### src/hdl/cbd_pkg.sv
package cbd_pkg;

   // Address qualifiers for the memory page decoder.
   localparam logic [3:0] PAGE_HI_ONBOARD = 4'hC;
   localparam logic [3:0] PAGE_HI_ZERO    = 4'h0;
   localparam logic [1:0] PAGE_CODE_ROM0  = 2'h0;

   // Index of each page select inside the page select vector.
   localparam int PAGE_ROM0   = 0;
   localparam int PAGE_ROM1   = 1;
   localparam int PAGE_SYSRAM = 2;
   localparam int PAGE_DISP   = 3;
   localparam int PAGE_COUNT  = 4;

   // Address qualifier and port indices for the port decoders.
   localparam logic [4:0] PORT_HI        = 5'h1F;
   localparam int         PORT_COUNT     = 8;
   localparam int         PORT_KBD_IDX   = 4;
   localparam int         PORT_PAR_IDX   = 5;
   localparam int         INT_PORT_COUNT = 4;

   // Number of fetch cycles that keep the start-up remap active.
   localparam logic [2:0] PHANTOM_FETCHES = 3'h4;

   // Level seen on an undriven, pulled-up byte lane.
   localparam logic [7:0] BUS_PULLUP = 8'hFF;

   // Input multiplexer source, coded as {select_b, select_a}.
   typedef enum logic [1:0] {
      SRC_INTERNAL = 2'b00,
      SRC_PARALLEL = 2'b01,
      SRC_KEYBOARD = 2'b10,
      SRC_BIDIR    = 2'b11
   } cbd_src_t;

   // Wait-state request state.
   typedef enum logic [0:0] {
      RDY_IDLE = 1'b0,
      RDY_WAIT = 1'b1
   } cbd_rdy_t;

endpackage : cbd_pkg

### src/hdl/cbd_sel_if.sv
`timescale 1ns/1ps
`default_nettype none

interface cbd_sel_if;
   logic [3:0] page_n;
   logic       mem_sel;
   logic [7:0] in_port_n;
   logic [7:0] out_port_n;
   logic       int_sel_n;
   logic       sel_a;
   logic       sel_b;

   modport src (
      output page_n,
      output mem_sel,
      output in_port_n,
      output out_port_n,
      output int_sel_n,
      output sel_a,
      output sel_b
   );

   modport snk (
      input page_n,
      input mem_sel,
      input in_port_n,
      input out_port_n,
      input int_sel_n,
      input sel_a,
      input sel_b
   );
endinterface : cbd_sel_if

`default_nettype wire

### src/hdl/cbd_decoder.sv
`timescale 1ns/1ps
`default_nettype none

module cbd_decoder
   import cbd_pkg::*;
(
   input  wire logic [15:8] i_addr,
   input  wire logic        i_sinp,
   input  wire logic        i_sout,
   input  wire logic        i_sinta,
   input  wire logic        i_inta_jumper,
   input  wire logic        i_phantom_n,
   input  wire logic        i_pdbin,
   input  wire logic        i_pwr_n,
   cbd_sel_if.src           sel
);

   logic inta_block;
   logic hit_onboard;
   logic hit_zero;
   logic page_en;
   logic port_q;
   logic in_en;
   logic out_en;

   // Selects are pure combinational terms of address and status.
   assign inta_block  = i_inta_jumper & i_sinta;
   assign hit_onboard = (i_addr[15:12] == PAGE_HI_ONBOARD) & i_phantom_n;
   assign hit_zero    = (i_addr[15:12] == PAGE_HI_ZERO) & ~i_phantom_n
                        & (i_addr[11:10] == PAGE_CODE_ROM0);
   assign page_en     = (hit_onboard | hit_zero) & ~i_sinp & ~i_sout & ~inta_block;
   assign sel.mem_sel = page_en;

   assign port_q = (i_addr[15:11] == PORT_HI) & ~inta_block;
   assign in_en  = port_q & i_pdbin & i_sinp;
   assign out_en = port_q & i_sout & ~i_pwr_n;

   genvar gi;
   generate
      for (gi = 0; gi < PAGE_COUNT; gi++) begin : g_page
         assign sel.page_n[gi] = ~(page_en & (i_addr[11:10] == 2'(gi)));
      end
      for (gi = 0; gi < PORT_COUNT; gi++) begin : g_port
         assign sel.in_port_n[gi]  = ~(in_en & (i_addr[10:8] == 3'(gi)));
         assign sel.out_port_n[gi] = ~(out_en & (i_addr[10:8] == 3'(gi)));
      end
   endgenerate

   assign sel.int_sel_n = &sel.in_port_n[INT_PORT_COUNT-1:0];

   // Onboard memory picks the internal bus unless the display page is hit.
   assign sel.sel_a = ~(~sel.in_port_n[PORT_KBD_IDX] | ~sel.int_sel_n
                        | (page_en & sel.page_n[PAGE_DISP]));
   assign sel.sel_b = ~(~sel.in_port_n[PORT_PAR_IDX] | ~sel.int_sel_n
                        | (page_en & sel.page_n[PAGE_DISP]));

endmodule : cbd_decoder

`default_nettype wire

### src/hdl/cbd_input_mux.sv
`timescale 1ns/1ps
`default_nettype none

module cbd_input_mux
   import cbd_pkg::*;
#(
   parameter int WIDTH = 8
) (
   input  wire logic [WIDTH-1:0] i_kbd_data,
   input  wire logic [WIDTH-1:0] i_par_data,
   input  wire logic [WIDTH-1:0] i_int_data,
   input  wire logic [WIDTH-1:0] i_dio_data,
   input  wire logic             i_dbin,
   cbd_sel_if.snk                sel,
   output logic      [WIDTH-1:0] o_data
);

   genvar gb;
   generate
      for (gb = 0; gb < WIDTH; gb++) begin : g_bit
         logic bit_mux;
         always_comb begin
            case (cbd_src_t'({sel.sel_b, sel.sel_a}))
               SRC_INTERNAL: bit_mux = i_int_data[gb];
               SRC_PARALLEL: bit_mux = i_par_data[gb];
               SRC_KEYBOARD: bit_mux = i_kbd_data[gb];
               SRC_BIDIR:    bit_mux = i_dio_data[gb];
               default:      bit_mux = i_dio_data[gb];
            endcase
         end
         // An idle output floats to the pull-up level.
         assign o_data[gb] = i_dbin ? bit_mux : BUS_PULLUP[gb % 8];
      end
   endgenerate

endmodule : cbd_input_mux

`default_nettype wire

### src/hdl/cbd_bus_bridge.sv
// How it works
// - Latch status byte mid-sync, drive status lines.
// - Status drivers off while status disable low.
// - Data-out drivers off on input or disable.
// - Four-way byte mux drives CPU only during DBIN.
// - Both selects high routes bidirectional bus.
// - Keyboard port input selects keyboard bus.
// - Parallel port input selects parallel bus.
// - Internal ports drive both selects low.
// - Onboard memory internal, display page bidirectional.
// - Address drivers off while address disable low.
// - System RAM page writes only with MWRITE.
// - Two read-only ROM page enables.
// - Page decode on top nibble C, four pages.
// - Start-up remap: page 0 to ROM, C ignored.
// - Page decoder off during input or output.
// - One wait state per onboard memory or I/O cycle.
// - Ports F8 to FF from top five bits.
// - Input decode PDBIN and SINP; output SOUT, write.
// - Internal select for input ports F8 to FB.
// - Jumpered interrupt acknowledge blocks all decoders.
// - PDBIN follows DBIN, DIG1 low overrides.
// - Control drivers on only while control disable high.
// - Remap ends after four DBIN pulses.
`timescale 1ns/1ps
`default_nettype none

module cbd_bus_bridge
   import cbd_pkg::*;
(
   input  wire logic        i_clk,
   input  wire logic        i_rst,
   input  wire logic        i_phi2,
   input  wire logic        i_psync,
   input  wire logic [7:0]  i_cpu_d,
   input  wire logic [15:0] i_cpu_addr,
   input  wire logic        i_cpu_dbin,
   input  wire logic        i_cpu_sync,
   input  wire logic        i_cpu_inte,
   input  wire logic        i_cpu_hlda,
   input  wire logic        i_cpu_wr_n,
   input  wire logic        i_cpu_wait,
   input  wire logic        i_sinp,
   input  wire logic        i_sout,
   input  wire logic        i_sinta,
   input  wire logic        i_mwrite,
   input  wire logic        i_pwr_n,
   input  wire logic        i_dig1_n,
   input  wire logic        i_status_bus_disable_n,
   input  wire logic        i_dataout_bus_disable_n,
   input  wire logic        i_address_bus_disable_n,
   input  wire logic        i_control_bus_disable,
   input  wire logic        i_inta_jumper,
   input  wire logic [7:0]  i_kbd_data,
   input  wire logic [7:0]  i_par_data,
   input  wire logic [7:0]  i_int_data,
   input  wire logic [7:0]  i_dio_data,
   output logic      [7:0]  o_status,
   output logic             o_status_oe_n,
   output logic      [7:0]  o_dout,
   output logic             o_dout_oe_n,
   output logic             o_cpu_dataout_inhibit_n,
   output logic      [15:0] o_addr,
   output logic             o_addr_oe_n,
   output logic             o_bus_sync,
   output logic             o_bus_inte,
   output logic             o_bus_hlda,
   output logic             o_bus_wr_n,
   output logic             o_bus_wait,
   output logic             o_pdbin,
   output logic             o_ctrl_oe_n,
   output logic      [7:0]  o_cpu_din,
   output logic             o_cpu_din_oe_n,
   output logic             o_input_select_a,
   output logic             o_input_select_b,
   output logic             o_rom_page0_sel_n,
   output logic             o_rom_page1_sel_n,
   output logic             o_sysram_sel_n,
   output logic             o_sysram_we_n,
   output logic             o_display_ram_page_select_n,
   output logic             o_mem_sel,
   output logic      [7:0]  o_in_port_n,
   output logic      [7:0]  o_out_port_n,
   output logic             o_internal_select_n,
   output logic             o_keyboard_input_strobe_n,
   output logic             o_parallel_input_strobe_n,
   output logic             o_phantom_n,
   output logic             o_prdy_oe_n
);

   cbd_sel_if sel_bus ();

   logic       status_stb;
   logic       status_stb_ff;
   logic       phi2_ff;
   logic       phi2_rise;
   logic       dbin_ff;
   logic       dbin_fall;
   logic       pdbin;
   logic       wait_qual;
   logic [2:0] fetch_cnt_ff;
   logic       phantom_n;
   logic [7:0] mux_data;
   cbd_rdy_t   rdy_state_ff;
   cbd_rdy_t   nxt_rdy_state;

   // Strobe midway through sync: PSYNC while phase 2 is low.
   assign status_stb = i_psync & ~i_phi2;
   assign phi2_rise  = i_phi2 & ~phi2_ff;
   assign dbin_fall  = dbin_ff & ~i_cpu_dbin;
   assign pdbin      = i_cpu_dbin | ~i_dig1_n;
   assign phantom_n  = (fetch_cnt_ff >= PHANTOM_FETCHES);
   assign wait_qual  = sel_bus.mem_sel | i_sinp | i_sout;

   cbd_decoder u_decoder (
      .i_addr        (i_cpu_addr[15:8]),
      .i_sinp        (i_sinp),
      .i_sout        (i_sout),
      .i_sinta       (i_sinta),
      .i_inta_jumper (i_inta_jumper),
      .i_phantom_n   (phantom_n),
      .i_pdbin       (pdbin),
      .i_pwr_n       (i_pwr_n),
      .sel           (sel_bus.src)
   );

   cbd_input_mux #(
      .WIDTH (8)
   ) u_input_mux (
      .i_kbd_data (i_kbd_data),
      .i_par_data (i_par_data),
      .i_int_data (i_int_data),
      .i_dio_data (i_dio_data),
      .i_dbin     (i_cpu_dbin),
      .sel        (sel_bus.snk),
      .o_data     (mux_data)
   );

   // Edge history for phase 2, DBIN and the status strobe.
   always_ff @(posedge i_clk or posedge i_rst) begin
      if (i_rst) begin
         phi2_ff       <= 1'b0;
         dbin_ff       <= 1'b0;
         status_stb_ff <= 1'b0;
      end else begin
         phi2_ff       <= i_phi2;
         dbin_ff       <= i_cpu_dbin;
         status_stb_ff <= status_stb;
      end
   end

   // Status latch and its bus drivers.
   always_ff @(posedge i_clk or posedge i_rst) begin
      if (i_rst) begin
         o_status      <= 8'h00;
         o_status_oe_n <= 1'b1;
      end else begin
         if (status_stb & ~status_stb_ff) begin
            o_status <= i_cpu_d;
         end
         o_status_oe_n <= ~i_status_bus_disable_n;
      end
   end

   // Data-out drivers onto the bidirectional bus.
   always_ff @(posedge i_clk or posedge i_rst) begin
      if (i_rst) begin
         o_dout                  <= 8'h00;
         o_dout_oe_n             <= 1'b1;
         o_cpu_dataout_inhibit_n <= 1'b1;
      end else begin
         o_dout                  <= i_cpu_d;
         o_cpu_dataout_inhibit_n <= ~i_cpu_dbin;
         o_dout_oe_n             <= i_cpu_dbin | ~i_dataout_bus_disable_n;
      end
   end

   // Address drivers.
   always_ff @(posedge i_clk or posedge i_rst) begin
      if (i_rst) begin
         o_addr      <= 16'h0000;
         o_addr_oe_n <= 1'b1;
      end else begin
         o_addr      <= i_cpu_addr;
         o_addr_oe_n <= ~i_address_bus_disable_n;
      end
   end

   // Control drivers.
   always_ff @(posedge i_clk or posedge i_rst) begin
      if (i_rst) begin
         o_bus_sync  <= 1'b0;
         o_bus_inte  <= 1'b0;
         o_bus_hlda  <= 1'b0;
         o_bus_wr_n  <= 1'b1;
         o_bus_wait  <= 1'b0;
         o_pdbin     <= 1'b0;
         o_ctrl_oe_n <= 1'b1;
      end else begin
         o_bus_sync  <= i_cpu_sync;
         o_bus_inte  <= i_cpu_inte;
         o_bus_hlda  <= i_cpu_hlda;
         o_bus_wr_n  <= i_cpu_wr_n;
         o_bus_wait  <= i_cpu_wait;
         o_pdbin     <= pdbin;
         o_ctrl_oe_n <= ~i_control_bus_disable;
      end
   end

   // CPU input byte and multiplexer selects.
   always_ff @(posedge i_clk or posedge i_rst) begin
      if (i_rst) begin
         o_cpu_din        <= BUS_PULLUP;
         o_cpu_din_oe_n   <= 1'b1;
         o_input_select_a <= 1'b1;
         o_input_select_b <= 1'b1;
      end else begin
         o_cpu_din        <= mux_data;
         o_cpu_din_oe_n   <= ~i_cpu_dbin;
         o_input_select_a <= sel_bus.sel_a;
         o_input_select_b <= sel_bus.sel_b;
      end
   end

   // Memory page selects.
   always_ff @(posedge i_clk or posedge i_rst) begin
      if (i_rst) begin
         o_rom_page0_sel_n           <= 1'b1;
         o_rom_page1_sel_n           <= 1'b1;
         o_sysram_sel_n              <= 1'b1;
         o_sysram_we_n               <= 1'b1;
         o_display_ram_page_select_n <= 1'b1;
         o_mem_sel                   <= 1'b0;
      end else begin
         o_rom_page0_sel_n           <= sel_bus.page_n[PAGE_ROM0];
         o_rom_page1_sel_n           <= sel_bus.page_n[PAGE_ROM1];
         o_sysram_sel_n              <= sel_bus.page_n[PAGE_SYSRAM];
         o_sysram_we_n               <= sel_bus.page_n[PAGE_SYSRAM] | ~i_mwrite;
         o_display_ram_page_select_n <= sel_bus.page_n[PAGE_DISP];
         o_mem_sel                   <= sel_bus.mem_sel;
      end
   end

   // Port strobes.
   always_ff @(posedge i_clk or posedge i_rst) begin
      if (i_rst) begin
         o_in_port_n               <= 8'hFF;
         o_out_port_n              <= 8'hFF;
         o_internal_select_n       <= 1'b1;
         o_keyboard_input_strobe_n <= 1'b1;
         o_parallel_input_strobe_n <= 1'b1;
      end else begin
         o_in_port_n               <= sel_bus.in_port_n;
         o_out_port_n              <= sel_bus.out_port_n;
         o_internal_select_n       <= sel_bus.int_sel_n;
         o_keyboard_input_strobe_n <= sel_bus.in_port_n[PORT_KBD_IDX];
         o_parallel_input_strobe_n <= sel_bus.in_port_n[PORT_PAR_IDX];
      end
   end

   // Start-up remap counts the end of each of the first four DBIN pulses after clear.
   always_ff @(posedge i_clk or posedge i_rst) begin
      if (i_rst) begin
         fetch_cnt_ff <= 3'h0;
         o_phantom_n  <= 1'b0;
      end else begin
         if (dbin_fall && (fetch_cnt_ff < PHANTOM_FETCHES)) begin
            fetch_cnt_ff <= fetch_cnt_ff + 3'h1;
         end
         o_phantom_n <= phantom_n;
      end
   end

   // Wait request from mid-sync until the next phase 2 rise after sync.
   always_comb begin
      nxt_rdy_state = rdy_state_ff;
      case (rdy_state_ff)
         RDY_IDLE: begin
            if (status_stb && wait_qual) begin
               nxt_rdy_state = RDY_WAIT;
            end
         end
         RDY_WAIT: begin
            if (phi2_rise && !i_psync) begin
               nxt_rdy_state = RDY_IDLE;
            end
         end
         default: nxt_rdy_state = RDY_IDLE;
      endcase
   end

   always_ff @(posedge i_clk or posedge i_rst) begin
      if (i_rst) begin
         rdy_state_ff <= RDY_IDLE;
         o_prdy_oe_n  <= 1'b1;
      end else begin
         rdy_state_ff <= nxt_rdy_state;
         o_prdy_oe_n  <= (nxt_rdy_state != RDY_WAIT);
      end
   end

endmodule : cbd_bus_bridge

`default_nettype wire

### config.mk
export PLATFORM = sky130hd
export DESIGN_NAME = cbd_bus_bridge
export DESIGN_NICKNAME = d
export VERILOG_FILES = /design/src/hdl/cbd_pkg.sv /design/src/hdl/cbd_sel_if.sv /design/src/hdl/cbd_decoder.sv /design/src/hdl/cbd_input_mux.sv /design/src/hdl/cbd_bus_bridge.sv
export SDC_FILE = /design/constraint.sdc
export NUM_CORES = 1
export LEC_CHECK = 0
export BUFFER_PORTS_ARGS = -buffer_cell sky130_fd_sc_hd__buf_4
export CAP_MARGIN = 25
export CORE_ASPECT_RATIO = 0.9
export CORE_MARGIN = 2
export CORE_UTILIZATION = 40
export DETAILED_ROUTE_END_ITERATION = 12
export HOLD_SLACK_MARGIN = 0.08
export PLACE_DENSITY = 0.71
export SLEW_MARGIN = 20
export SYNTH_ARGS = -nofsm -noshare
export SYNTH_HDL_FRONTEND = slang
export SYNTH_HIERARCHICAL = 1
export SYNTH_SLANG_ARGS = --single-unit
### constraint.sdc
create_clock -name i_clk -period 5.1 [get_ports i_clk]
set_clock_uncertainty 0.15 [all_clocks]
set_input_delay 0.765 -clock i_clk [delete_from_list [all_inputs] [get_ports i_clk]]
set_output_delay 0.765 -clock i_clk [all_outputs]
set_load 0.05 [all_outputs]
* Word-level counts from Yosys, hierarchy flattened *
Cells that the tools add are included.

storage, ports and cells
  input bits = 77
  output and inout bits = 81
  logic and storage cells = 168
  flip-flop bits (word level) = 87

cells by class
  muxes and demuxes = 19
  bitwise logic cells = 87
  reduce and logical (&&, ||, !) cells = 9
  add/sub/neg operators = 1
  $lt $le $gt $ge = 2
  equality and inequality tests = 15

operators by type and width
  kind                                                       count
  NOT 1 bit                                                  40
  AND 1 bit                                                  37
  one-hot mux 1 bit (4 select lines)                         8
  == test 3 bit (second input constant)                      4
  two-way mux 1 bit                                          10
  OR 1 bit                                                   10
  == test 2 bit (second input constant)                      4
  == test 3 x 2 -> 1 bit (second input constant)             2
  == test 5 bit (second input constant)                      1
  == test 2 x 1 -> 1 bit (second input constant)             2
  == test 4 bit (second input constant)                      1
  zero test 2 bit                                            2
  zero test 4 bit                                            1
  AND reduction 4 bit                                        1
  adder 3 x 1 -> 3 bit (second input constant)               1
  == test 3 x 1 -> 1 bit (second input constant)             1
  greater-or-equal comparator 3 bit (second input constant)  1
  logical AND 1 bit                                          3
  zero test 3 bit                                            1
  < comparator 3 bit (second input constant)                 1
  one-hot mux 1 bit (2 select lines)                         1
  zero test 1 bit                                            1

* Depth between registers and ports, before layout *
Gate-level depths: netlist of run 1.

  depth in word-level cells = 16
  mapped depth = 9
  depth with buffers taken out = 7

* By module *
The synthesis of run 1 kept the hierarchy.

modules (own cells, without submodules)
  module          seq. area each (µm²)  cells an instance  instances  area each (µm²)
  cbd_bus_bridge  2175.8                122                1          2462.4
  cbd_decoder     0.0                   49                 1          362.8
  cbd_input_mux   0.0                   18                 1          245.2

* Least setup slack after synthesis of run 1 *
No wires, ideal clock.

  kind = input to register
  start = input port i_cpu_addr[12]
  end = register o_cpu_din[0]
  data required time = 4.870 ns
  arrival = 2.380 ns
  setup slack = 2.490 ns
  stages = 6
  path through = or4_1 a221oi_2 a22oi_1 buf_6 mux4_2 nand2b_1

between the ends
  longest elaborated chain between the ends = 15

ends and longest elaborated chain
  item                                   line                   text
  from (decl)                            cbd_bus_bridge.sv:36   input wire logic [15:0] i_cpu_addr,
  zero test 4 bit                        cbd_decoder.sv:29      assign hit_zero = (i_addr[15:12] == PAGE_HI_ZERO) & ~i_phantom_n
  AND 1 bit                              cbd_decoder.sv:29
  AND 1 bit                              cbd_decoder.sv:30      & (i_addr[11:10] == PAGE_CODE_ROM0);
  OR 1 bit                               cbd_decoder.sv:31      assign page_en = (hit_onboard | hit_zero) & ~i_sinp & ~i_sout & ~inta_block;
  AND 1 bit (3 in series)                cbd_decoder.sv:31
  AND 1 bit                              cbd_decoder.sv:41      assign sel.page_n[gi] = ~(page_en & (i_addr[11:10] == 2'(gi)));
  NOT 1 bit                              cbd_decoder.sv:41
  AND 1 bit                              cbd_decoder.sv:53      | (page_en & sel.page_n[PAGE_DISP]));
  OR 1 bit *                             cbd_decoder.sv:53
  NOT 1 bit *                            cbd_decoder.sv:52      assign sel.sel_a = ~(~sel.in_port_n[PORT_KBD_IDX] | ~sel.int_sel_n
  named net sel_bus.sel_a                cbd_sel_if.sv:10       logic sel_a;
  == test 2 bit (tied with other cells)  cbd_input_mux.sv:23    case (cbd_src_t'({sel.sel_b, sel.sel_a}))
  one-hot mux 1 bit (4 select lines) *   cbd_input_mux.sv:23
  two-way mux 1 bit *                    cbd_input_mux.sv:32    assign o_data[gb] = i_dbin ? bit_mux : BUS_PULLUP[gb % 8];
  named net mux_data[0]                  cbd_bus_bridge.sv:103  logic [7:0] mux_data;
  to (signal assigned)                   cbd_bus_bridge.sv:218  o_cpu_din <= mux_data;
  to (decl)                              cbd_bus_bridge.sv:72   output logic [7:0] o_cpu_din,

The timed path passes the listed nets; every way through them passes the cells marked *.
A chain may end at the register's enable or synchronous reset.

* Worst setup path in the final report of run 1 *
  start = input port i_cpu_addr[12]
  end = register o_cpu_din[6]

The elaborated chain is that of the path after synthesis.

==> metrics.txt, run 1 <==
# TYPE chip_impl_metric gauge
chip_impl_metric{name="finalSetupViolations",unit=""} 0
chip_impl_metric{name="synth_async_sr_flop_share",unit="%"} 100
chip_impl_info{name="synth.cells.most_frequent",value="46 x sky130_fd_sc_hd__dfrtp_1, 39 x sky130_fd_sc_hd__dfstp_2, 12 x sky130_fd_sc_hd__nand2b_1"} 1
chip_impl_info{name="rsz0062_at_grt",value="no"} 1
chip_impl_metric{name="post_synthesis_instance_total",unit=""} 189
chip_impl_metric{name="num_vias",unit=""} 2093
chip_impl_info{name="run_status",value="finished clean"} 1
chip_impl_info{name="ys_dominant_reg_cell",value="sky130_fd_sc_hd__dfrtp_1"} 1
chip_impl_metric{name="dieWidth",unit="um"} 96.4
chip_impl_metric{name="cp_data_required_time",unit="ps"} 5220
chip_impl_metric{name="worst_setup_hold_path_clk_slew",unit="ps"} 80
chip_impl_metric{name="worst_ir_drop_vdd",unit="uV"} 160
chip_impl_metric{name="clock_path_buffers",unit=""} 2
chip_impl_metric{name="grt_usage",unit="%"} 16.5
chip_impl_metric{name="fmaxAchievable",unit="MHz"} 400
chip_impl_metric{name="syn_avg_cell_area",unit="um^2"} 16.2
chip_impl_metric{name="diodes",unit=""} 0
chip_impl_info{name="worst_r2r_endpoint",value="o_cpu_din[6]"} 1
chip_impl_metric{name="drc_errors",unit=""} 0
chip_impl_metric{name="synth_fp_nets",unit=""} 268
chip_impl_info{name="synth_area_leaders",value="sky130_fd_sc_hd__dfrtp_1 37%, sky130_fd_sc_hd__dfstp_2 33%, sky130_fd_sc_hd__mux4_2 5.9%"} 1
chip_impl_info{name="timing.critical_path.cells",value="buf_4 -> or4_1 -> a221oi_2 -> a22oi_1 -> buf_4 -> mux4_2 -> nand2b_1"} 1
chip_impl_metric{name="hpwlAfterDp",unit="mm"} 5.17
chip_impl_metric{name="area.growth.synth_to_final",unit="%"} 47.0
chip_impl_info{name="yosys.area.top_type",value="sky130_fd_sc_hd__dfrtp_1"} 1
chip_impl_metric{name="nNetsFinal",unit=""} 428
chip_impl_info{name="worst_setup_path_startpoint",value="i_cpu_addr[12]"} 1
chip_impl_metric{name="power.density",unit="nW/um^2"} 336
chip_impl_metric{name="design.die.area",unit="um^2"} 8390
chip_impl_metric{name="timing.final.crit_period",unit="ps"} 2500
chip_impl_metric{name="clock-sinks",unit=""} 85
chip_impl_metric{name="post_route_setup_tns",unit="ps"} 0
chip_impl_metric{name="total_leakage_power",unit="nW"} 2.06
chip_impl_metric{name="initial_util",unit="%"} 40.9
chip_impl_metric{name="post_synth_num_cell_types",unit=""} 37
chip_impl_metric{name="finalWeightedCongestion",unit=""} 0.758
chip_impl_metric{name="yosysTopAreaCellShare",unit="%"} 37.5
chip_impl_metric{name="r2r_slack",unit="ps"} 2810
chip_impl_metric{name="reg2reg_depth",unit=""} 5
chip_impl_metric{name="clock_insertion_delay_worst_skew",unit="ps"} 330
chip_impl_metric{name="final_layout_size_suffix_gt1_share",unit="%"} 68.1
chip_impl_metric{name="cts_htree_levels",unit=""} 3
chip_impl_metric{name="cts.repair.resized",unit=""} 0
chip_impl_metric{name="critical_path_fanouts_max",unit=""} 9
chip_impl_metric{name="first_pass_grt_wire_length",unit="mm"} 10.4
chip_impl_info{name="kind_of_capture_point_of_the_worst_setup_path",value="flop"} 1
chip_impl_info{name="synth.most_common_cell",value="sky130_fd_sc_hd__dfrtp_1"} 1
chip_impl_metric{name="period_share",unit="%"} 49.0
chip_impl_info{name="cts_tree",value="built"} 1
chip_impl_info{name="critical_path.endpoint",value="o_cpu_din[6]"} 1
chip_impl_metric{name="numCtsBuffers",unit=""} 9
chip_impl_metric{name="routed_wire_length",unit="mm"} 6.77
chip_impl_metric{name="cts.hold.buffers_added",unit=""} 0
chip_impl_metric{name="maxCapViolCount",unit=""} 0
chip_impl_metric{name="synth_enable_flop_cells",unit=""} 0
chip_impl_metric{name="routedWlPerCell",unit="um"} 15.0
chip_impl_metric{name="worst-endpoint-arrival",unit="ps"} 2620
chip_impl_metric{name="ioPinCount",unit=""} 158
chip_impl_metric{name="hold_viol",unit=""} 0
chip_impl_metric{name="grt_pass1_vias",unit=""} 2083
chip_impl_metric{name="detail_routed_via_count_per_cell",unit=""} 4.65
chip_impl_metric{name="measured_slew_at_the_worst_slew_check_pin",unit="ps"} 931
chip_impl_info{name="root_buffer_cell",value="sky130_fd_sc_hd__clkbuf_8"} 1
chip_impl_metric{name="synth.ff_latch_count",unit=""} 85
chip_impl_info{name="reg2reg_from",value="fetch_cnt_ff[2]"} 1
chip_impl_info{name="timing.hold.worst.class",value="flop to flop"} 1
chip_impl_info{name="critPathLaunchType",value="primary input"} 1
chip_impl_metric{name="dr.first_iter.drc_count",unit=""} 62
chip_impl_metric{name="synth-seq-area-share",unit="%"} 70.9
chip_impl_metric{name="core-area",unit="um^2"} 7510
chip_impl_metric{name="dieHeight",unit="um"} 87.1
chip_impl_metric{name="cts_post_setup_buffers_inserted",unit=""} 0
chip_impl_metric{name="warnings_synthesis",unit=""} 6
chip_impl_metric{name="placement_rows",unit=""} 30
chip_impl_info{name="setup.worst_path.class",value="primary input to flop"} 1
chip_impl_metric{name="grt_max_degree",unit=""} 54
chip_impl_metric{name="timing_max_transition_violations_final",unit=""} 0
chip_impl_metric{name="antenna_found_initial",unit=""} 0
chip_impl_metric{name="slew-limit-headroom",unit="%"} 38.0
chip_impl_metric{name="final.hold.worst_slack",unit="ps"} 351
chip_impl_metric{name="netlist_area",unit="um^2"} 3070
chip_impl_metric{name="ant_nets",unit=""} 0
chip_impl_info{name="critPathMostFrequentCell",value="sky130_fd_sc_hd__buf_4"} 1
chip_impl_metric{name="port-buffer-count",unit=""} 157
chip_impl_info{name="critPathSlowestCell",value="sky130_fd_sc_hd__or4_1"} 1
chip_impl_metric{name="grt_remaining_overflow",unit=""} 0
chip_impl_metric{name="timing.critical_path.slowest_cell_delay",unit="ps"} 590
chip_impl_metric{name="detail_route.first_pass.iterations",unit=""} 4
## per-layer routing
layer	vias to the layer above	share of wire, %	track usage [%]
met5	-	0	0
met4	0	0.72	4.99
met3	5	10	4.76
met2	107	50	27.9
met1	1006	39	20.6
li1	975	-	-
## final cells by class
class,count,area [um^2]
Fill cell,594,2990
Sequential cell,85,2180
Timing Repair Buffer,160,1200
Multi-Input combinational cell,84,797
Clock buffer,13,170
Tap cell,96,120
Inverter,9,35.0
Clock inverter,3,17.5
## through the flow
step | power [W] | utilization (%) | area [um^2] | worst slack, ps | cells
floorplan | 0.000966 | - | 3070 | 2060 | 189
finish | 0.00152 | 60.1 | 4510 | 2600 | 450
detailed placement | 0.00109 | 57.6 | 4320 | 1790 | 433
global route | 0.00160 | 60.1 | 4510 | 2530 | 450
CTS | 0.00154 | 60.1 | 4510 | 2150 | 449
global placement | 0.00109 | 57.6 | 4320 | 1900 | 433
## worst max-delay path: cells and delay by family
family | cells | cell delay, ps
compound gates | 2 | 360
mux | 1 | 410
simple gates | 2 | 750
buf+inv | 2 | 330
## power by group
group | switching [W] | total (W) | internal, W
Clock | 0.000221 | 0.000440 | 0.000219
Combinational | 0.000202 | 0.000323 | 0.000121
Sequential | 0.0000273 | 0.000756 | 0.000728
Total | 0.000450 | 0.00152 | 0.00107
## cell usage in the layout, fill, tap and decap left out, drive strengths merged, types with 5 or more instances in the layout
master / instances
nand3: 8
nand3b: 5
nand2: 5
nand4b: 5
dfrtp: 46
buf: 160
inv: 8
mux2: 8
dfstp: 39
nand2b: 13
clkbuf: 13
mux4: 8
## state kept, by name (all words and copies together), names as in the netlist, 3 cells and up
signal,count
o_addr,16
o_cpu_din,8
o_dout,8
o_status,8
o_out_port_n,8
fetch_cnt_ff,3
o_in_port_n,8
## kinds of logic after synthesis
logic type | count (synthesis) | synth area share (%)
flip-flops | 85 | 70.9
XOR/XNOR | 1 | 0.285
adder cells (fa/ha/maj) | 2 | 0.815
buffers and inverters | 20 | 3.18
multiplexers | 16 | 8.80
AO/OA/AOI/OAI | 13 | 4.44
AND/OR/NAND/NOR | 52 | 11.6
## worst min-delay path by stage
stage | cells past startpoint | from | endpoint
after floorplan | 2 | rdy_state_ff | rdy_state_ff
after global placement | 2 | phi2_ff | rdy_state_ff
after detailed placement | 2 | phi2_ff | rdy_state_ff
after CTS | 2 | phi2_ff | rdy_state_ff
after global routing | 1 | i_cpu_sync | o_bus_sync
final | 2 | phi2_ff | o_prdy_oe_n
Power figures use the tool's default switching activity.
==> run 2: changes to the inputs <==
Settings changed: ABC_AREA set to 1, PLACE_DENSITY 0.71 to 0.7.
Clock period 5.1 ns to 2.35 ns, I/O delays scaled along.
==> run 2 against run 1 <==
Against the previous run: worst hold slack got worse by 250 ps; final area up 14%; core utilization up 7.6 points.
==> metrics.txt, run 2 <==
# TYPE chip_impl_metric gauge
chip_impl_metric{name="timing.final.crit_period",unit="ps"} 1960
chip_impl_metric{name="first_pass_grt_wire_length",unit="mm"} 13.8
chip_impl_metric{name="synth-seq-area-share",unit="%"} 68.9
chip_impl_metric{name="initial_util",unit="%"} 41.6
chip_impl_metric{name="numCtsBuffers",unit=""} 9
chip_impl_metric{name="layout.filler_cells",unit=""} 582
chip_impl_metric{name="post_synth_num_cell_types",unit=""} 26
chip_impl_metric{name="num_vias",unit=""} 2775
chip_impl_info{name="largest_family_of_logic_cells_by_synthesized_area",value="simple AND/OR/NAND/NOR gates"} 1
chip_impl_metric{name="period_share",unit="%"} 83.3
chip_impl_metric{name="warnings_synthesis",unit=""} 6
chip_impl_info{name="synth.cells.most_frequent",value="73 x sky130_fd_sc_hd__nand2_1, 46 x sky130_fd_sc_hd__dfrtp_1, 39 x sky130_fd_sc_hd__dfstp_2"} 1
chip_impl_metric{name="worst-endpoint-arrival",unit="ps"} 2090
chip_impl_info{name="final_cell_mix",value="163 x sky130_fd_sc_hd__buf_4, 73 x sky130_fd_sc_hd__nand2_1, 48 x sky130_fd_sc_hd__dlygate4sd3_1, 46 x sky130_fd_sc_hd__dfrtp_1, 39 x sky130_fd_sc_hd__dfstp_2"} 1
chip_impl_metric{name="yosysTopAreaCellShare",unit="%"} 36.5
chip_impl_metric{name="nNetsFinal",unit=""} 585
chip_impl_metric{name="grt_remaining_overflow",unit=""} 0
chip_impl_metric{name="netlist_area",unit="um^2"} 3160
chip_impl_info{name="critical_path.endpoint",value="o_cpu_din[4]"} 1
chip_impl_metric{name="fin_cells",unit=""} 607
chip_impl_metric{name="synth_enable_flop_cells",unit=""} 0
chip_impl_info{name="critPathSlowestCell",value="sky130_fd_sc_hd__dfrtp_1"} 1
chip_impl_metric{name="maxCapViolCount",unit=""} 0
chip_impl_metric{name="p_clk_share",unit="%"} 31.4
chip_impl_metric{name="design.die.area",unit="um^2"} 8620
chip_impl_metric{name="synth_async_sr_flop_share",unit="%"} 100
chip_impl_info{name="largest-register",value="o_addr"} 1
chip_impl_metric{name="finalInstanceArea",unit="um^2"} 5140
chip_impl_metric{name="finalWeightedCongestion",unit=""} 0.838
chip_impl_metric{name="cp_data_required_time",unit="ps"} 2480
chip_impl_metric{name="ioPinCount",unit=""} 158
chip_impl_metric{name="diodes",unit=""} 0
chip_impl_metric{name="final_layout_size_suffix_gt1_share",unit="%"} 46.0
chip_impl_metric{name="hpwlAfterDp",unit="mm"} 5.90
chip_impl_info{name="ys_dominant_reg_cell",value="sky130_fd_sc_hd__dfrtp_1"} 1
chip_impl_metric{name="clock_path_buffers",unit=""} 2
chip_impl_metric{name="dieHeight",unit="um"} 88.3
chip_impl_metric{name="detailed_place.area",unit="um^2"} 4450
chip_impl_metric{name="timing.critical_path.slowest_cell_delay",unit="ps"} 390
chip_impl_metric{name="clock_insertion_delay_worst_skew",unit="ps"} 340
chip_impl_metric{name="worst_ir_drop_vdd",unit="uV"} 273
chip_impl_metric{name="cts_htree_levels",unit=""} 3
chip_impl_metric{name="cell_internal_pwr",unit="W"} 0.00231
chip_impl_metric{name="clock-sinks",unit=""} 85
chip_impl_metric{name="seqCellArea",unit="um^2"} 2180
chip_impl_info{name="timing.hold.worst.class",value="primary input to flop"} 1
chip_impl_metric{name="worst_setup_hold_path_clk_slew",unit="ps"} 90
chip_impl_metric{name="post_synth_mux_area_share",unit="%"} 0
chip_impl_metric{name="yosys.area_share.simple",unit="%"} 21.1
chip_impl_metric{name="p_seq_share",unit="%"} 48.0
chip_impl_metric{name="p_sw",unit="W"} 0.000984
chip_impl_metric{name="cts_post_setup_buffers_inserted",unit=""} 0
chip_impl_info{name="synth_area_leaders",value="sky130_fd_sc_hd__dfrtp_1 36%, sky130_fd_sc_hd__dfstp_2 32%, sky130_fd_sc_hd__nand2_1 8.7%"} 1
chip_impl_info{name="cts_tree",value="built"} 1
chip_impl_metric{name="reg2reg_depth",unit=""} 11
chip_impl_metric{name="area.growth.synth_to_final",unit="%"} 62.8
chip_impl_metric{name="synth_fp_nets",unit=""} 371
chip_impl_metric{name="dp.cells",unit=""} 543
chip_impl_metric{name="port-buffer-count",unit=""} 157
chip_impl_metric{name="r2r_slack",unit="ps"} 390
chip_impl_metric{name="drc_errors",unit=""} 0
chip_impl_metric{name="power.switching_fraction",unit="%"} 29.9
chip_impl_metric{name="placement_rows",unit=""} 30
chip_impl_metric{name="measured_slew_at_the_worst_slew_check_pin",unit="ps"} 440
chip_impl_metric{name="synth-compound-area-share",unit="%"} 2.50
chip_impl_metric{name="ant_nets",unit=""} 0
chip_impl_metric{name="grt_max_degree",unit=""} 86
chip_impl_metric{name="routedWlPerCell",unit="um"} 14.4
chip_impl_info{name="kind_of_capture_point_of_the_worst_setup_path",value="flop"} 1
chip_impl_info{name="rsz0062_at_grt",value="no"} 1
chip_impl_info{name="critPathLaunchType",value="flop"} 1
chip_impl_metric{name="finalSetupViolations",unit=""} 0
chip_impl_metric{name="critical_path_fanouts_max",unit=""} 12
chip_impl_info{name="timing.critical_path.cells",value="inv_1 -> a21oi_1 -> nor2_1 -> nand3_1 -> nand2_1 -> nor2_4 -> inv_1 -> nand3_1 -> nand2_1 -> nor2_1 -> nand2_1"} 1
chip_impl_metric{name="setup_ws",unit="ps"} 392
chip_impl_metric{name="slew-limit-headroom",unit="%"} 70.7
chip_impl_metric{name="synthAdderAreaFrac",unit="%"} 0.793
chip_impl_metric{name="grt_pass1_vias",unit=""} 2822
chip_impl_metric{name="hold_viol",unit=""} 0
chip_impl_metric{name="post_route_setup_tns",unit="ps"} 0
chip_impl_metric{name="timing_max_transition_violations_final",unit=""} 0
chip_impl_metric{name="xor_xnor_share_of_the_synthesized_area",unit="%"} 0
chip_impl_metric{name="total_leakage_power",unit="nW"} 2.56
chip_impl_metric{name="power.density",unit="nW/um^2"} 641
chip_impl_info{name="layout_commonest_cell",value="sky130_fd_sc_hd__buf_4"} 1
chip_impl_metric{name="dieWidth",unit="um"} 97.6
chip_impl_info{name="reg2reg_from",value="fetch_cnt_ff[2]"} 1
chip_impl_metric{name="core-area",unit="um^2"} 7580
chip_impl_metric{name="post_synthesis_instance_total",unit=""} 292
chip_impl_info{name="worst_setup_path_startpoint",value="fetch_cnt_ff[2]"} 1
chip_impl_info{name="run_status",value="finished clean"} 1
chip_impl_metric{name="dr.first_iter.drc_count",unit=""} 69
chip_impl_metric{name="largest_register_ffs",unit=""} 16
chip_impl_metric{name="antenna_found_initial",unit=""} 0
chip_impl_metric{name="routed_wire_length",unit="mm"} 8.75
chip_impl_metric{name="comb_power_share",unit="%"} 20.6
chip_impl_info{name="critPathMostFrequentCell",value="sky130_fd_sc_hd__nand2_1"} 1
chip_impl_metric{name="detail_route.first_pass.iterations",unit=""} 4
chip_impl_info{name="yosys.area.top_type",value="sky130_fd_sc_hd__dfrtp_1"} 1
chip_impl_info{name="worst_r2r_endpoint",value="o_cpu_din[4]"} 1
chip_impl_metric{name="syn_avg_cell_area",unit="um^2"} 10.8
chip_impl_metric{name="detail_routed_via_count_per_cell",unit=""} 4.57
chip_impl_info{name="synth.most_common_cell",value="sky130_fd_sc_hd__nand2_1"} 1
chip_impl_metric{name="synth.ff_latch_count",unit=""} 85
chip_impl_info{name="setup.worst_path.class",value="flop to flop"} 1
chip_impl_info{name="root_buffer_cell",value="sky130_fd_sc_hd__clkbuf_8"} 1
chip_impl_metric{name="final_core_util",unit="%"} 67.8
chip_impl_metric{name="dp_slack",unit="ps"} -430
chip_impl_metric{name="area_taken_by_multi_input_logic_gates",unit="um^2"} 778
chip_impl_metric{name="fmaxAchievable",unit="MHz"} 511
chip_impl_metric{name="grt_usage",unit="%"} 20.6
## run 2: changes by cell type in the layout (fill, tap and decap cells not counted), sizes merged, moves of 4 or more
cell         delta
nand3          +23
nand2b         -13
nor3            +7
nor2           +23
mux2            -8
buf             +4
nand2          +71
a21oi           +9
inv            +29
nand4b          -5
nand3b          -5
mux4            -8
dlygate4sd3    +48
## run 2: cell families (layout without fill, tap and decap cells)
group | count (synthesis) | count (layout)
buffers and inverters | 45 | 264
adders and majority gates | 2 | 2
DFF | 85 | 85
AOI/OAI and AO/OA | 15 | 15
and+or+nand+nor | 145 | 145
## run 2: metrics by stage
step / total power (W) / hold WS (ps)
6_report: 0.00330 / 99.7
5_1_grt: 0.00345 / 84.5
4_1_cts: 0.00333 / 84.6
3_5_place_dp: 0.00222 / 258
3_3_place_gp: 0.00221 / 252
2_1_floorplan: 0.00196 / 207
## run 2: worst min path at each step
stage                    start               to  slack (ps)  depth (start not counted)
2_1_floorplan       i_cpu_wr_n       o_bus_wr_n         210                          0
3_3_place_gp   fetch_cnt_ff[2]      o_phantom_n         250                          0
3_5_place_dp   fetch_cnt_ff[2]      o_phantom_n         260                          0
4_1_cts                i_pwr_n  o_out_port_n[1]          80                          3
5_1_grt                i_pwr_n  o_out_port_n[6]          80                          3
6_report               i_pwr_n  o_out_port_n[1]         100                          3
## run 2: repair_timing
item / CTS / global route
cloned: 0 / 0
gates resized for setup: 1 / 1
endpoints found under the hold margin: 97 / 0
setup endpoints to repair: 8 / 8
hold buffers: 48 / 0
## run 2: layer usage
| metal | GRT usage, % | part of all wire (%) | wire [um] | vias up |
|---|---|---|---|---|
| met3 | 6.56 | 7.0 | 611 | 13 |
| met2 | 35.2 | 50 | 4390 | 118 |
| li1 | - | - | - | 1328 |
| met1 | 25.6 | 41 | 3620 | 1316 |
| met4 | 5.93 | 1.6 | 137 | 0 |
| met5 | 0 | 0 | 0 | - |
## run 2: area by class of cell
cell class                 instances  share of cell area, %
clock buffer                      10                   2.48
clock inverter                     6                   1.39
inverter                          36                   2.75
multi-input combinational        162                   15.1
sequential                        85                   42.3
tap                               96                   2.34
timing repair buffer             212                   33.6
## run 2: power groups by stage
stage,clock (W),combinational [W],sequential (W)
2_1_floorplan,0,0.000117,0.00185
3_3_place_gp,0,0.000606,0.00160
3_5_place_dp,0,0.000614,0.00161
4_1_cts,0.00107,0.000679,0.00158
5_1_grt,0.00114,0.000721,0.00159
6_report,0.00104,0.000678,0.00158
## run 2: worst max-delay path, delay by kind of cell (launching register included)
family	cells	cell delay [ps]
AOI/OAI and AO/OA	1	120
buffers and inverters	2	320
DFF	1	390
and+or+nand+nor	8	910
==> run 3: changes to the inputs <==
Settings changed: PLACE_DENSITY 0.7 to 0.73.
Clock period 2.35 ns to 1.7 ns, I/O delays scaled along.
==> run 3 against run 2 <==
Against the previous run: the flow now finishes with violations (negative setup slack); first-iteration DRC count rose by 32%; critical path type unchanged; power increased by 46%; routed wire length up 11%; core utilization grew 7.9 points; cell count rose by 8.9%; highest routed layer unchanged; flip-flop and latch count unchanged; maximum frequency grew 15%.
==> metrics.txt, run 3 (same netlist as run 2, synthesis figures left out) <==
# TYPE chip_impl_metric gauge
chip_impl_metric{name="worstHoldPathCells",unit=""} 4
chip_impl_metric{name="ant_nets",unit=""} 0
chip_impl_info{name="final_cell_mix",value="184 x sky130_fd_sc_hd__buf_4, 77 x sky130_fd_sc_hd__dlygate4sd3_1, 71 x sky130_fd_sc_hd__nand2_1, 46 x sky130_fd_sc_hd__dfrtp_1, 39 x sky130_fd_sc_hd__dfstp_2"} 1
chip_impl_metric{name="worst_setup_hold_path_clk_slew",unit="ps"} 90
chip_impl_metric{name="nNetsFinal",unit=""} 639
chip_impl_metric{name="power.density",unit="nW/um^2"} 837
chip_impl_metric{name="core-area",unit="um^2"} 7580
chip_impl_info{name="layout_commonest_cell",value="sky130_fd_sc_hd__buf_4"} 1
chip_impl_metric{name="area.growth.synth_to_final",unit="%"} 81.8
chip_impl_metric{name="initial_util",unit="%"} 41.6
chip_impl_metric{name="largest_register_ffs",unit=""} 16
chip_impl_metric{name="grt_max_degree",unit=""} 86
chip_impl_metric{name="timing.critical_path.slowest_cell_delay",unit="ps"} 370
chip_impl_metric{name="num_vias",unit=""} 2977
chip_impl_metric{name="fin_cells",unit=""} 661
chip_impl_metric{name="dp.cells",unit=""} 567
chip_impl_metric{name="seqCellArea",unit="um^2"} 2180
chip_impl_metric{name="routedWlPerCell",unit="um"} 14.7
chip_impl_metric{name="hpwlAfterDp",unit="mm"} 5.83
chip_impl_metric{name="period_share",unit="%"} 100
chip_impl_info{name="reg2reg_from",value="fetch_cnt_ff[2]"} 1
chip_impl_metric{name="worst_ir_drop_vdd",unit="uV"} 527
chip_impl_metric{name="detailed_place.area",unit="um^2"} 4660
chip_impl_metric{name="cp_data_required_time",unit="ps"} 1820
chip_impl_info{name="largest-register",value="o_addr"} 1
chip_impl_metric{name="numCtsBuffers",unit=""} 9
chip_impl_metric{name="port-buffer-count",unit=""} 157
chip_impl_metric{name="first_pass_grt_wire_length",unit="mm"} 15.0
chip_impl_info{name="critPathSlowestCell",value="sky130_fd_sc_hd__dfrtp_1"} 1
chip_impl_metric{name="dp_slack",unit="ps"} -193
chip_impl_metric{name="final.hold.worst_slack",unit="ps"} 157
chip_impl_metric{name="maxCapViolCount",unit=""} 0
chip_impl_metric{name="measured_slew_at_the_worst_slew_check_pin",unit="ps"} 443
chip_impl_metric{name="timing.final.crit_period",unit="ps"} 1710
chip_impl_metric{name="hold_viol",unit=""} 0
chip_impl_metric{name="final_layout_size_suffix_gt1_share",unit="%"} 48.5
chip_impl_metric{name="total_power",unit="W"} 0.00480
chip_impl_metric{name="placement_rows",unit=""} 30
chip_impl_metric{name="dieHeight",unit="um"} 88.3
chip_impl_metric{name="grt_remaining_overflow",unit=""} 0
chip_impl_metric{name="critical_path_fanouts_max",unit=""} 8
chip_impl_info{name="critPathLaunchType",value="flop"} 1
chip_impl_metric{name="dieWidth",unit="um"} 97.6
chip_impl_metric{name="critPathBufInv",unit=""} 3
chip_impl_metric{name="finalSetupViolations",unit=""} 2
chip_impl_metric{name="diodes",unit=""} 0
chip_impl_info{name="worst_r2r_endpoint",value="o_cpu_din[1]"} 1
chip_impl_info{name="failed_checks",value="negative setup slack"} 1
chip_impl_metric{name="detail_routed_via_count_per_cell",unit=""} 4.50
chip_impl_metric{name="area_taken_by_multi_input_logic_gates",unit="um^2"} 825
chip_impl_metric{name="routed_wire_length",unit="mm"} 9.71
chip_impl_metric{name="fmaxAchievable",unit="MHz"} 585
chip_impl_info{name="cp_top_family",value="simple AND/OR/NAND/NOR gates"} 1
chip_impl_info{name="kind_of_capture_point_of_the_worst_setup_path",value="flop"} 1
chip_impl_metric{name="reg2reg_depth",unit=""} 11
chip_impl_metric{name="grt_pass1_vias",unit=""} 3062
chip_impl_metric{name="timing_max_transition_violations_final",unit=""} 0
chip_impl_metric{name="grt_usage",unit="%"} 22.3
chip_impl_metric{name="cts_htree_levels",unit=""} 3
chip_impl_metric{name="drc_errors",unit=""} 0
chip_impl_info{name="timing.hold.worst.class",value="primary input to flop"} 1
chip_impl_info{name="run_status",value="finished with violations"} 1
chip_impl_metric{name="clock_insertion_delay_worst_skew",unit="ps"} 350
chip_impl_info{name="cts_tree",value="built"} 1
chip_impl_info{name="min_delay_endpoint",value="o_out_port_n[0]"} 1
chip_impl_metric{name="finalInstanceArea",unit="um^2"} 5740
chip_impl_info{name="root_buffer_cell",value="sky130_fd_sc_hd__clkbuf_8"} 1
chip_impl_info{name="timing.critical_path.cells",value="inv_2 -> a21oi_2 -> nor2_2 -> nand3_2 -> nand2_2 -> nor2_4 -> buf_12 -> nor2_4 -> buf_12 -> a21oi_2 -> nand2_1"} 1
chip_impl_metric{name="clock_path_buffers",unit=""} 2
chip_impl_metric{name="ioPinCount",unit=""} 158
chip_impl_metric{name="slew-limit-headroom",unit="%"} 70.5
chip_impl_metric{name="dr.first_iter.drc_count",unit=""} 91
chip_impl_metric{name="r2r_slack",unit="ps"} -8
chip_impl_metric{name="finalWeightedCongestion",unit=""} 0.779
chip_impl_metric{name="total_leakage_power",unit="nW"} 2.85
chip_impl_metric{name="antenna_found_initial",unit=""} 0
chip_impl_metric{name="detail_route.first_pass.iterations",unit=""} 4
chip_impl_metric{name="layout.filler_cells",unit=""} 499
chip_impl_metric{name="clock-sinks",unit=""} 85
chip_impl_metric{name="design.die.area",unit="um^2"} 8620
chip_impl_info{name="setup.worst_path.class",value="flop to flop"} 1
chip_impl_metric{name="setup_ws",unit="ps"} -7.98
chip_impl_metric{name="worst-endpoint-arrival",unit="ps"} 1830
chip_impl_info{name="rsz0062_at_grt",value="yes"} 1
chip_impl_info{name="min_from",value="i_cpu_addr[9]"} 1
run 3: cell count changes in the layout (fill, tap and decap cells not counted), sizes merged:
cell	delta
clkinvlp	-1
bufinv	+1
clkbuf	+1
buf	+24
inv	+1
clkinv	-1
dlygate4sd3	+29
run 3: worst reg2reg max path: cells and delay by family (launching register included):
family                 cells  cell delay (ps)
AO/OA/AOI/OAI              2              250
buffers and inverters      3              350
AND/OR/NAND/NOR            6              500
flip-flops                 1              370
run 3: final cells by class:
cell class / count / share of cell area, %
timing repair buffer: 266 / 39.3
sequential: 85 / 37.9
multi-input combinational: 162 / 14.4
inverter: 36 / 2.46
clock buffer: 10 / 2.22
tap: 96 / 2.09
clock inverter: 6 / 1.63
run 3: per-stage QoR:
stage,utilization [%],TNS (ps)
5_1_grt,75.7,-606
3_3_place_gp,61.4,-1070
4_1_cts,74.5,0
3_5_place_dp,61.4,-1380
2_1_floorplan,-,0
6_report,75.7,-12.6
run 3: metal layers:
layer | wire length (um) | GRT usage, % | share of wire (%) | vias up
li1 | - | - | - | 1440
met1 | 3870 | 27.2 | 40 | 1391
met2 | 5040 | 39.0 | 52 | 136
met3 | 724 | 7.35 | 7.5 | 10
met4 | 69 | 5.56 | 0.71 | 0
met5 | 0 | 0 | 0 | -
run 3: worst max path at each step:
stage,from,end,slack [ps],depth (start not counted)
after floorplan,i_cpu_addr[10],o_cpu_din[5],20,13
after global placement,i_cpu_addr[8],o_cpu_din[2],-150,12
after detailed placement,i_cpu_dbin,o_cpu_din[3],-190,13
after CTS,fetch_cnt_ff[2],o_cpu_din[1],4,10
after global routing,fetch_cnt_ff[2],o_cpu_din[1],-110,11
final,fetch_cnt_ff[2],o_cpu_din[1],-8,11
run 3: repair_timing:
item	CTS	global route
cloned	0	1
resized for setup	4	13
hold endpoints to repair	114	0
hold buffers	77	0
endpoints found under the setup margin	8	8
pin swaps	2	12
buffers inserted	0	1
run 3: where the power goes:
part	internal (W)	switching, W	leakage [nW]	total (W)
sequential	0.00214	0.0000437	0.954	0.00219
clock	0.000844	0.000737	0.108	0.00158
combinational	0.000430	0.000606	1.78	0.00104
